`src/rtl/cmd_word_defines.svh`:
```
`ifndef CMD_WORD_DEFINES_SVH
`define CMD_WORD_DEFINES_SVH
`define CW_WIDTH 16
`define CW_RAMP_STOP 0
`define CW_COAST_STOP 1
`define CW_QUICK_STOP 2
`define CW_RUN 3
`define CW_RAMP_OUT 4
`define CW_RAMP_HOLD 5
`define CW_RAMP_IN 6
`define CW_FAULT_RESET 7
`define CW_INCH1 8
`define CW_REMOTE 10
`define CW_LOC_SEL 11
`define CW_LOCAL_MASK 16'h0007
`define CW_RESET_VAL 16'h0000
`endif

```
`src/rtl/cmd_word_pkg.sv`:
```
package cmd_word_pkg;
    typedef enum logic [3:0] {
        ST_SWITCH_ON_INHIBITED = 4'h0,
        ST_READY_TO_SWITCH_ON = 4'h1,
        ST_READY_TO_OPERATE = 4'h2,
        ST_OPERATION_ENABLED = 4'h3,
        ST_OPERATION_INHIBITED = 4'h4,
        ST_RAMP_STOP_ACTIVE = 4'h5,
        ST_COAST_STOP_ACTIVE = 4'h6,
        ST_QUICK_STOP_ACTIVE = 4'h7,
        ST_FAULT = 4'h8
    } drive_state_t;

    typedef struct packed {
        logic ramp_out_enable;
        logic ramp_accel_enable;
        logic ramp_in_enable;
        logic inching1;
    } ramp_ctl_t;

    typedef struct packed {
        drive_state_t state;
        logic [15:0] word;
        logic reset_bit_prev;
        logic run_enable;
        logic fault_reset_pulse;
        logic loc_two;
        ramp_ctl_t ramp;
        logic coast_stop_ctl;
        logic quick_stop_ctl;
        logic ramp_stop_ctl;
    } dec_state_t;
endpackage : cmd_word_pkg

```
`src/rtl/fieldbus_control_word_decoder.sv`:
```
// Functional notes
// - Bit 0 high advances the state machine to ready-to-operate.
// - Bit 0 low ramp-stops via ramp-stop-active to ready-to-switch-on.
// - Bit 1 high keeps operating, coast-stop interlock inactive.
// - Bit 1 low coasts via coast-stop-active to switch-on-inhibited.
// - Bit 2 high keeps operating, quick-stop interlock inactive.
// - Bit 2 low quick-stops via quick-stop-active to switch-on-inhibited.
// - Bit 3 high advances to operation-enabled.
// - Operation-enabled needs run-enable; bit 3 drives it when fieldbus-sourced.
// - Bit 3 low moves to operation-inhibited.
// - Bit 4 high enables the ramp generator output.
// - Bit 4 low forces ramp output to zero.
// - Bit 5 high enables ramp accelerating function.
// - Bit 5 low holds the ramp output.
// - Bit 6 high runs normally, only when fieldbus is its source.
// - Bit 6 low forces ramp input to zero.
// - Bit 7 rising edge clears fault, goes to switch-on-inhibited.
// - Fault reset honoured only when fieldbus is reset source.
// - Bit 8 high selects inching setpoint one; master keeps bits 4-6 low.
// - Bit 10 low ignores the word except bits 0 to 2.
// - Bit 11 selects external location two or one when fieldbus chooses.
`timescale 1ns/100ps
`include "cmd_word_defines.svh"
module fieldbus_control_word_decoder
    import cmd_word_pkg::*;
#(
    parameter int WORD_WIDTH = `CW_WIDTH
) (
    input wire logic ref_clk,
    input wire logic reset,
    input wire logic clk_en,
    input wire logic [WORD_WIDTH-1:0] fieldbus_command_word,
    input wire logic word_valid,
    input wire logic run_enable_from_fieldbus,
    input wire logic run_enable_ext,
    input wire logic ramp_in_from_fieldbus,
    input wire logic reset_from_fieldbus,
    input wire logic loc_from_fieldbus,
    input wire logic fault_active,
    input wire logic stop_done,
    output logic [3:0] drive_state,
    output logic run_enable,
    output logic fault_reset,
    output logic ramp_out_enable,
    output logic ramp_accel_enable,
    output logic ramp_in_enable,
    output logic inching1,
    output logic external_location_two,
    output logic coast_stop_ctl,
    output logic quick_stop_ctl,
    output logic ramp_stop_ctl
);
    if (WORD_WIDTH != 16) begin : g_width_check
        $error("fieldbus command word must be 16 bits");
    end

    dec_state_t s_reg;
    dec_state_t s_next;
    logic [15:0] w;
    logic remote;
    logic run_ok;

    // Merge a new word; outside remote control only the stop bits get through
    function automatic logic [15:0] merge_word(input logic [15:0] held, input logic [15:0] nw);
        logic rem;
        rem = nw[`CW_REMOTE];
        if (rem) begin
            merge_word = nw;
        end else begin
            merge_word = (held & ~`CW_LOCAL_MASK) | (nw & `CW_LOCAL_MASK);
            // The remote bit follows the master, or remote control could never be left again
            merge_word[`CW_REMOTE] = 1'b0;
        end
    endfunction : merge_word

    always_comb begin
        s_next = s_reg;
        w = s_reg.word;
        s_next.fault_reset_pulse = 1'b0;
        if (word_valid) begin
            w = merge_word(s_reg.word, fieldbus_command_word);
            s_next.word = w;
            s_next.reset_bit_prev = w[`CW_FAULT_RESET];
        end
        remote = w[`CW_REMOTE];
        s_next.coast_stop_ctl = ~w[`CW_COAST_STOP];
        s_next.quick_stop_ctl = ~w[`CW_QUICK_STOP];
        s_next.ramp_stop_ctl = ~w[`CW_RAMP_STOP];
        s_next.run_enable = run_enable_from_fieldbus ? w[`CW_RUN] : run_enable_ext;
        run_ok = s_next.run_enable;
        s_next.ramp.ramp_out_enable = w[`CW_RAMP_OUT] & remote;
        s_next.ramp.ramp_accel_enable = w[`CW_RAMP_HOLD] & remote;
        s_next.ramp.ramp_in_enable = ramp_in_from_fieldbus ? (w[`CW_RAMP_IN] & remote) : 1'b1;
        s_next.ramp.inching1 = w[`CW_INCH1] & remote;
        if (loc_from_fieldbus) begin
            s_next.loc_two = w[`CW_LOC_SEL] & remote;
        end
        if (word_valid && reset_from_fieldbus && remote && w[`CW_FAULT_RESET] && !s_reg.reset_bit_prev) begin
            s_next.fault_reset_pulse = 1'b1;
        end
        // State machine re-evaluated every cycle; stop priorities fixed
        if (s_reg.state == ST_FAULT) begin
            if (s_next.fault_reset_pulse) begin
                s_next.state = ST_SWITCH_ON_INHIBITED;
            end
        end else if (fault_active) begin
            s_next.state = ST_FAULT;
        end else if (!w[`CW_COAST_STOP]) begin
            if (s_reg.state == ST_COAST_STOP_ACTIVE && stop_done) begin
                s_next.state = ST_SWITCH_ON_INHIBITED;
            end else if (s_reg.state != ST_SWITCH_ON_INHIBITED) begin
                s_next.state = ST_COAST_STOP_ACTIVE;
            end
        end else if (!w[`CW_QUICK_STOP]) begin
            if (s_reg.state == ST_QUICK_STOP_ACTIVE && stop_done) begin
                s_next.state = ST_SWITCH_ON_INHIBITED;
            end else if (s_reg.state != ST_SWITCH_ON_INHIBITED) begin
                s_next.state = ST_QUICK_STOP_ACTIVE;
            end
        end else begin
            case (s_reg.state)
                ST_SWITCH_ON_INHIBITED: begin
                    // Stop bit must be low once before restart, so a held high word cannot auto-start
                    if (!w[`CW_RAMP_STOP]) begin
                        s_next.state = ST_READY_TO_SWITCH_ON;
                    end
                end
                ST_READY_TO_SWITCH_ON: begin
                    if (w[`CW_RAMP_STOP]) begin
                        s_next.state = ST_READY_TO_OPERATE;
                    end
                end
                ST_READY_TO_OPERATE, ST_OPERATION_INHIBITED: begin
                    if (!w[`CW_RAMP_STOP]) begin
                        s_next.state = ST_READY_TO_SWITCH_ON;
                    end else if (w[`CW_RUN] && run_ok && remote) begin
                        s_next.state = ST_OPERATION_ENABLED;
                    end else if (s_reg.state == ST_READY_TO_OPERATE && remote) begin
                        s_next.state = ST_OPERATION_INHIBITED;
                    end
                end
                ST_OPERATION_ENABLED: begin
                    if (!w[`CW_RAMP_STOP]) begin
                        s_next.state = ST_RAMP_STOP_ACTIVE;
                    end else if (!w[`CW_RUN] || !run_ok) begin
                        s_next.state = ST_OPERATION_INHIBITED;
                    end
                end
                ST_RAMP_STOP_ACTIVE: begin
                    if (stop_done) begin
                        s_next.state = ST_READY_TO_SWITCH_ON;
                    end
                end
                ST_COAST_STOP_ACTIVE, ST_QUICK_STOP_ACTIVE: begin
                    if (stop_done) begin
                        s_next.state = ST_SWITCH_ON_INHIBITED;
                    end
                end
                default: begin
                    s_next.state = ST_SWITCH_ON_INHIBITED;
                end
            endcase
        end
    end

    always_ff @(posedge ref_clk or posedge reset) begin
        if (reset) begin
            s_reg <= '{state: ST_SWITCH_ON_INHIBITED, word: `CW_RESET_VAL, reset_bit_prev: 1'b0,
                       run_enable: 1'b0, fault_reset_pulse: 1'b0, loc_two: 1'b0,
                       ramp: '{1'b0, 1'b0, 1'b0, 1'b0},
                       coast_stop_ctl: 1'b1, quick_stop_ctl: 1'b1, ramp_stop_ctl: 1'b1};
        end else if (clk_en) begin
            s_reg <= s_next;
        end
    end

    assign drive_state = s_reg.state;
    assign run_enable = s_reg.run_enable;
    assign fault_reset = s_reg.fault_reset_pulse;
    assign ramp_out_enable = s_reg.ramp.ramp_out_enable;
    assign ramp_accel_enable = s_reg.ramp.ramp_accel_enable;
    assign ramp_in_enable = s_reg.ramp.ramp_in_enable;
    assign inching1 = s_reg.ramp.inching1;
    assign external_location_two = s_reg.loc_two;
    assign coast_stop_ctl = s_reg.coast_stop_ctl;
    assign quick_stop_ctl = s_reg.quick_stop_ctl;
    assign ramp_stop_ctl = s_reg.ramp_stop_ctl;
endmodule : fieldbus_control_word_decoder

```
`config.mk`:
```
export PLATFORM = sky130hd
export DESIGN_NAME = fieldbus_control_word_decoder
export DESIGN_NICKNAME = d
export VERILOG_FILES = /design/src/rtl/cmd_word_pkg.sv /design/src/rtl/fieldbus_control_word_decoder.sv
export VERILOG_INCLUDE_DIRS = /design/src /design/src/rtl
export SDC_FILE = /design/constraint.sdc
export NUM_CORES = 1
export LEC_CHECK = 0
export ABC_CLOCK_PERIOD_IN_PS = 3000
export BUFFER_PORTS_ARGS = -buffer_cell sky130_fd_sc_hd__buf_2
export CORE_MARGIN = 5
export CORE_UTILIZATION = 35
export DETAILED_ROUTE_END_ITERATION = 7
export SLEW_MARGIN = 5
export SYNTH_ARGS = -nofsm -noshare
export SYNTH_HDL_FRONTEND = slang
export SYNTH_SLANG_ARGS = --single-unit
```
`constraint.sdc`:
```
create_clock -name ref_clk -period 3 [get_ports ref_clk]
set_clock_uncertainty 0.05 [all_clocks]
set_input_delay 0.45 -clock ref_clk [delete_from_list [all_inputs] [get_ports ref_clk]]
set_output_delay 0.45 -clock ref_clk [all_outputs]
set_load 0.005 [all_outputs]
```
==> results.md, run 1 <==
- The run finished with clean final reports.
- The largest total area in the synthesized netlist belongs to dfrtp_1.
- The first global-routing pass estimated 5490 microns of wire.
- Once detail routing completed, the nets flagged for antenna violations numbered 0.
- After the first detailed-routing iteration, the DRC count stood at between 60 and 70.
- The number of setup buffers added after CTS is 0.
- The total of max-cap violations is 0.
- The clock period minus worst slack is between 2 and 2.5 ns.
- The number of clock buffers inserted by TritonCTS is 3.
- Of the cells placed in the final design, the portion with a size suffix greater than 1 is 0.398.
- The share of total power dissipated in combinational logic is 0.357.
- The port buffer count is 35.
- On the critical path, the stage with the largest delay is an instance of a2111oi_2.
- The nature of the critical path startpoint is a primary input.
- The detailed-route wire length is 3290 microns.
- The clock sink count is 25.
- The number of flip-flops and latches in the synthesized netlist is 25.
- Setup repair after global routing left no endpoint under its margin.
- The launch point of the critical path is word_valid.
- The kind of end point of the critical path is a flip-flop.
- The biggest fanout along the worst timing path is 12.
- The total design power is 1.10 mW.
- Cell internal power was estimated by the tool at between 0.7 and 0.8 mW.
- The startpoint of the most critical register-to-register path is drive_state[0].
- The switching fraction of total power is 0.362.
- The share of total power dissipated in the clock network is 0.187.
- The filler cell count is ~400.
- The path class of the tightest hold or removal check is in2async.
- about 40 I/O pins were placed.
- The number of levels in the clock H-tree is 1.
- Global routing finished with a remaining overflow of 0.
- The clock-pin slew on the worst setup and hold paths is 0.09 ns.
- The estimated wirelength of the detail-placed design is between 2000 and 3000 microns.
- The largest net degree at the start of global routing is 26.
- The kind of cell with the highest combined delay along the critical path is multiplexers.
- The overall die height is around 75 microns.
- The data arrival time of the critical path is around 2.4 ns.
- The distinct cell type count of the synthesized netlist is 46.
- The worst pin sits at a relative slew slack of 0.373.
- The max-slew violation count is 0.
- The start-to-end type of the worst setup path is in2reg.
- After synthesis, the cell types taking the most area are dfrtp_1, mux2_2, mux2i_1, dfstp_2, buf_4.
- After routing, the total negative slack on setup checks comes to 0 ns.
- The slew of the pin with the lowest slew margin is around 0.94 ns.
- Summing over every cut layer, the via total after detailed routing is 1176.
- For this design the static power due to leakage is slightly below 0.8 nW.
- In the global route stage, overall resource usage came out at 0.126.
- The count of antenna diodes in the layout is 0.
- The area of the placeable core is ~4000 sq um.
- The die width is approximately 75 microns.
- The fraction of post-synthesis cell area in the top cell type by area is 0.370.
- The synthesized cell area is ~1500 sq um.
- The hold-fix buffer count after cts is 0.
- The required time of the critical path is 3.15 ns.
- The register with the most flip-flops in the layout has 11 of them.
- IR analysis of the VDD net gives a maximum drop of about 0.23 mV.
- In this run the core area contains 23 standard-cell rows.
- The final-report hold violation count was 0.
- The die covers 5650 sq um.
- TritonCTS built the clock tree.
- The via count of the first global-routing pass was 1218.
- Walking the worst path, the cells encountered are buf_2 > mux2i_1 > buf_4 > o311ai_0 > a2111oi_2 > or3_1 > mux2i_1.
- The clock root buffer master is clkbuf_8.
- At the later pin of the worst-skew pair, clock insertion delay measures 0.27 ns.
- The number of antenna violations at the first check in global routing was 0.
- In the routed layout, each cell is associated on average with a via count of between 5 and 6.
- Together, buffers and inverters on the worst path number 2.
- After the last flow step, the layout net total stands at approximately 190.
- Counting every instance in the synthesized netlist gives 137.
- The final weighted congestion in routability-driven placement is 0.851.
- The share of synthesized area occupied by flip-flops and latches is 0.423.
- Of the total power, registers draw 0.456.
- Of the available clock period, the critical path in the final layout requires 0.737.
- The signed area change from the synthesized netlist to the final layout is 14.1%.
- The library cell appearing most often on the critical path is mux2i_1.
- The analysis attributes to net switching a power of 0.398 mW.
- The starting density of the core is 0.366.
- The number of buffers on the longest clock path is 2.
- On the worst path, the slowest cell contributes a delay of roughly 0.43 ns.
- Setup violations remaining at the end of the flow were counted as 0.
- For this run, the top clock speed supported by timing is between 0.4 and 0.5 GHz.
- The tightest hold path in the finished design has a slack of 0.326 ns.
- The power per cell area is between 600 and 700 nW/um^2.
- The remaining design rule violation count is 0.
- The mean post-synth cell area is 10.8 sq um.
- After detailed routing, the average wire length per cell comes to about 15 microns.
- The Yosys step of the flow raised 0 warnings.
- When the netlist entered floorplanning its net count stood at roughly 160.
- The count of cells resized by post-cts repair is 0.
- The iteration count of the initial detailed-routing pass is 4.
[Yosys cell counts (all sizes together)]
cell type	count
dfrtp	22
o311ai	2
dfstp	3
mux2i	11
o21a	1
or2	2
nand3	5
o32ai	1
a21oi	2
nor4	1
xnor2	1
buf	9
o2111ai	1
nor2	6
o41a	2
nor2b	1
a32o	1
nand3b	1
nand2b	2
a2111oi	1
or4	1
o211ai	2
a211oi	1
xor2	1
nor3	1
and3b	1
or3	3
o221ai	1
inv	9
clkbuf	2
o221a	1
a31oi	1
or4b	1
nand2	10
o22ai	3
and2	2
and3	1
mux2	15
o31ai	4
o21ai	2
[power groups by stage]
stage	Sequential, mW	Clock (mW)	Combinational, mW
global route	0.515	0.228	0.434
global placement	0.503	0	0.382
finish	0.502	0.205	0.392
detailed placement	0.505	0	0.392
floorplan	0.457	0	0.384
CTS	0.500	0.216	0.395
[cells by family (layout without fill, tap and decap cells)]
kind of cell / Yosys count / in the layout / synth area share
compound gates: 26 / 26 / 0.152
buf+inv: 20 / 49 / 0.0791
flops: 25 / 25 / 0.423
mux: 26 / 26 / 0.188
xor+xnor: 2 / 2 / 0.0118
simple gates: 38 / 38 / 0.146
[path summary, 6_finish.rpt]
| kind | end | slack [ns] | cells past startpoint |
|---|---|---|---|
| worst max-delay path | drive_state[3] | 0.79 | 7 |
| worst min-delay path | ramp_in_enable | 0.33 | 2 |
| worst max register to register | drive_state[0] | 0.80 | 5 |
| worst min register to register | coast_stop_ctl | 0.43 | 2 |
| max in group asynchronous | s_reg[12] | 2.00 | 2 |
| min in group ref_clk | s_reg[19] | 0.37 | 2 |
[layer usage]
metal | global-route usage | part of all wire | wire, microns
met1 | 0.163 | 0.43 | 1410
met2 | 0.198 | 0.50 | 1630
met3 | 0.0267 | 0.060 | 198
met4 | 0.0621 | 0.015 | 49
met5 | 0 | 0 | 0
[cell usage in the layout, fill, tap and decap left out, drive strengths merged, types with 3 or more instances in the layout]
cell type,netlist,final
dfrtp,22,22
or3,3,3
inv,9,9
clkbuf,2,3
o22ai,3,3
nand3,5,5
o31ai,4,4
mux2i,11,11
nand2,10,10
nor2,6,6
buf,9,36
mux2,15,15
dfstp,3,3
[cell type report]
class | instances | area [sq um] | area share
sequential | 25 | 629 | 0.371
timing repair buffer | 36 | 183 | 0.108
multi-input combinational | 92 | 739 | 0.436
clock inverter | 1 | 7.51 | 0.00442
tap | 50 | 62.6 | 0.0369
inverter | 9 | 33.8 | 0.0199
clock buffer | 3 | 41.3 | 0.0243
[metrics by stage]
step / utilization / setup WS, ns / cells / cell area (sq um)
floorplan: - / 0.913 / 137 / 1490
global placement: 0.406 / 0.516 / 212 / 1650
detailed placement: 0.406 / 0.484 / 212 / 1650
CTS: 0.418 / 0.781 / 216 / 1700
global route: 0.418 / 0.581 / 216 / 1700
finish: 0.418 / 0.790 / 216 / 1700
Power figures use the tool's default switching activity.
==> run 2: changes to the inputs <==
--- a/config.mk
+++ b/config.mk
@@ -6,7 +6,7 @@
 export SDC_FILE = /design/constraint.sdc
 export NUM_CORES = 1
 export LEC_CHECK = 0
-export ABC_CLOCK_PERIOD_IN_PS = 3000
+export ABC_CLOCK_PERIOD_IN_PS = 2100
 export BUFFER_PORTS_ARGS = -buffer_cell sky130_fd_sc_hd__buf_2
 export CORE_MARGIN = 5
 export CORE_UTILIZATION = 35
==> constraint.sdc (replaced) <==
create_clock -name ref_clk -period 2.1 [get_ports ref_clk]
set_clock_uncertainty 0.05 [all_clocks]
set_input_delay 0.315 -clock ref_clk [delete_from_list [all_inputs] [get_ports ref_clk]]
set_output_delay 0.315 -clock ref_clk [all_outputs]
set_load 0.005 [all_outputs]
==> results.md, run 2 (synthesis gave the netlist of run 1 again) <==
- The mean routed wirelength per cell is 15.5 microns (+1.6%).
- The final cell count without fillers is 233 (+7.9%).
- The clock root buffer master is clkbuf_8.
- The data arrival time of the critical path came to 2.17 ns (-0.19 ns).
- The number of flip-flops in the largest register is 11 (unchanged).
- The final weighted congestion in routability-driven placement is 0.829 (-2.6%).
- The area of all placed cells without fillers is 1830 sq um (+7.8%).
- The port buffer count is 35 (unchanged).
- The worst-case setup slack after placement was -0.0505 ns (-0.535 ns).
- The total design power was 1.70 mW (+55%).
- The final setup slack of the worst path is 0.0709 ns (-0.719 ns).
- The clock period minus worst slack is around 2.0 ns.
- The required time of the critical path is 2.25 ns (-0.90 ns).
- The final-report hold violation count was 0 (unchanged).
- The number of top-level design ports is 41 (unchanged).
- The hold-fix buffer count after cts is 0 (unchanged).
- The area of the die is 5650 sq um (unchanged).
- The largest net degree at the start of global routing came to 26 (unchanged).
- The overall die height is 75.2 microns (unchanged).
- The wire length of the first global-routing pass came to 5800 microns (+5.6%).
- The power per cell area is 931 nW/um^2 (+44%).
- In this run the critical register-to-register path is captured at drive_state[0].
- The most critical setup path has its endpoint at drive_state[0].
- The utilization after layout is 0.451 (+0.0327).
- The clock sink count is 25 (unchanged).
- The worst reg2reg path depth is 5 (unchanged).
- The filler cell count was 412 (+3.8%).
- The final setup violation count is 0 (unchanged).
- The placed cell count is 229 (+8.0%).
- The total of max-cap violations is 0 (unchanged).
- Setup repair after global routing left no endpoint under its margin.
- The worst hold path belongs to the class in2async.
- The static leakage is 0.879 nW (+11%).
- The die width is 75.2 microns (unchanged).
- The slew of the pin with the lowest slew margin is 0.399 ns (-0.540 ns).
- The most critical setup path has its startpoint at drive_state[1].
- The nature of the critical path startpoint is a flip-flop.
- The detailed-route wire length is 3610 microns (+9.6%).
- The worst-skew pair later-pin latency is 0.27 ns (about the same).
- The total overflow reported by the global router is 0 (unchanged).
- The count of nets left with antenna violations after detail routing is 0 (unchanged).
- The flow ran to the end, and the final reports show no timing, DRC or antenna violations.
- The biggest fanout along the worst timing path is 5 (-7).
- The area of the placeable core is 4060 sq um (unchanged).
- The number of design-rule violations left by the first detailed-router iteration is 56 (-18%).
- The worst voltage drop across the vdd grid is 0.373 mV (+60%).
- The share of final-layout standard cells stronger than drive strength 1 is 0.459 (+0.0614).
- The number of setup buffers added after CTS is 0 (unchanged).
- The count of antenna diodes in the layout was 0 (unchanged).
- The routed via count is 1196 (+1.7%).
- The overall track demand over capacity in global routing is 0.136 (+0.00993).
- The via count of the first global-routing pass is 1255 (+3.0%).
- The kind of end point of the critical path is a flip-flop.
- The smallest hold slack came to 0.0229 ns (-0.303 ns).
- The max-slew violation count came to 0 (unchanged).
- The number of buffers on the longest clock path came to 2 (unchanged).
- The startpoint of the most critical register-to-register path is drive_state[1].
- The remaining design rule violation count is 0 (unchanged).
- The post-detailed-route via-to-cell ratio was 5.13 (-5.7%).
- The minimum setup slack among reg-to-reg paths is 0.07 ns (-0.73 ns).
- The critical path in this run is classified as reg2reg.
- The number of levels in the clock H-tree was 1 (unchanged).
- The signed area change from the synthesized netlist to the final layout is 23.1%.
- The estimated wirelength of the detail-placed design was 2920 microns (+16%).
- The clock-pin slew on the worst setup and hold paths is 0.09 ns (about the same).
- TritonCTS built the clock tree.
- The max-slew headroom at the worst pin is 0.731 (+0.357).
- The total cell area at the placement stage is 1780 sq um (+7.7%).
- The total number of placement rows is 23 (unchanged).
- The maximum clock frequency is between 0.4 and 0.5 GHz.
- The starting density of the core is 0.366 (unchanged).
- The iteration count of the initial detailed-routing pass came to 4 (unchanged).
- The number of antenna violations at the first check in global routing came to 0 (unchanged).
- The number of nets in the finished design is 211 (+8.8%).
- The accumulated negative setup slack is 0 ns (unchanged).
- The number of clock buffers inserted by TritonCTS is 3 (unchanged).
- In the layout the commonest cells are buf_2, dfrtp_1, buf_4.
- Of the available clock period, the critical path in the final layout requires 0.966.
- Leaving out fill and tap cells, the most frequent cell in the layout is buf_2.
[run 2: layout make-up]
| type | instances | area (sq um) | area share |
|---|---|---|---|
| repair buffers | 53 | 310 | 0.170 |
| inverters | 9 | 33.8 | 0.0185 |
| well taps | 50 | 62.6 | 0.0342 |
| flip-flops and latches | 25 | 629 | 0.344 |
| clock inverters | 1 | 7.51 | 0.00410 |
| clock buffers | 3 | 41.3 | 0.0226 |
| multi-input cells | 92 | 744 | 0.407 |
[run 2: power by group]
part / switching [mW] / internal [mW] / total, mW
clock: 0.167 / 0.135 / 0.301
combinational: 0.353 / 0.375 / 0.728
sequential: 0.0882 / 0.586 / 0.674
total: 0.608 / 1.10 / 1.70
[run 2: critical path: stages, from the launching register on]
cell and delay, ns:
dfrtp_1 0.45, or2_4 0.29, a32o_1 0.25, o221a_1 0.26, or3_4 0.42, o31ai_4 0.24
[run 2: layer usage]
metal  up-vias  share of wire  track usage  routed length [microns]
met1       575           0.45        0.173                     1610
li1        588              -            -                        -
met2        29           0.50        0.234                     1820
met3         4          0.037       0.0227                      135
met4         0          0.011       0.0427                       40
met5         -              0            0                        0
[run 2: worst min-delay path by stage]
stage	from	endpoint	slack, ns	cells past startpoint
CTS	reset	drive_state[0]	0.03	3
detailed placement	reset	ramp_in_enable	0.34	3
global route	reset	external_location_two	0.05	3
floorplan	reset	drive_state[0]	0.29	1
finish	reset	ramp_in_enable	0.02	3
global placement	reset	ramp_in_enable	0.33	3
[run 2: repair_timing]
action	4_1_cts	5_1_grt
gates resized for setup	1	0
endpoints found under the hold margin	0	0
endpoints found under the setup margin	2	3
pin swaps	0	1
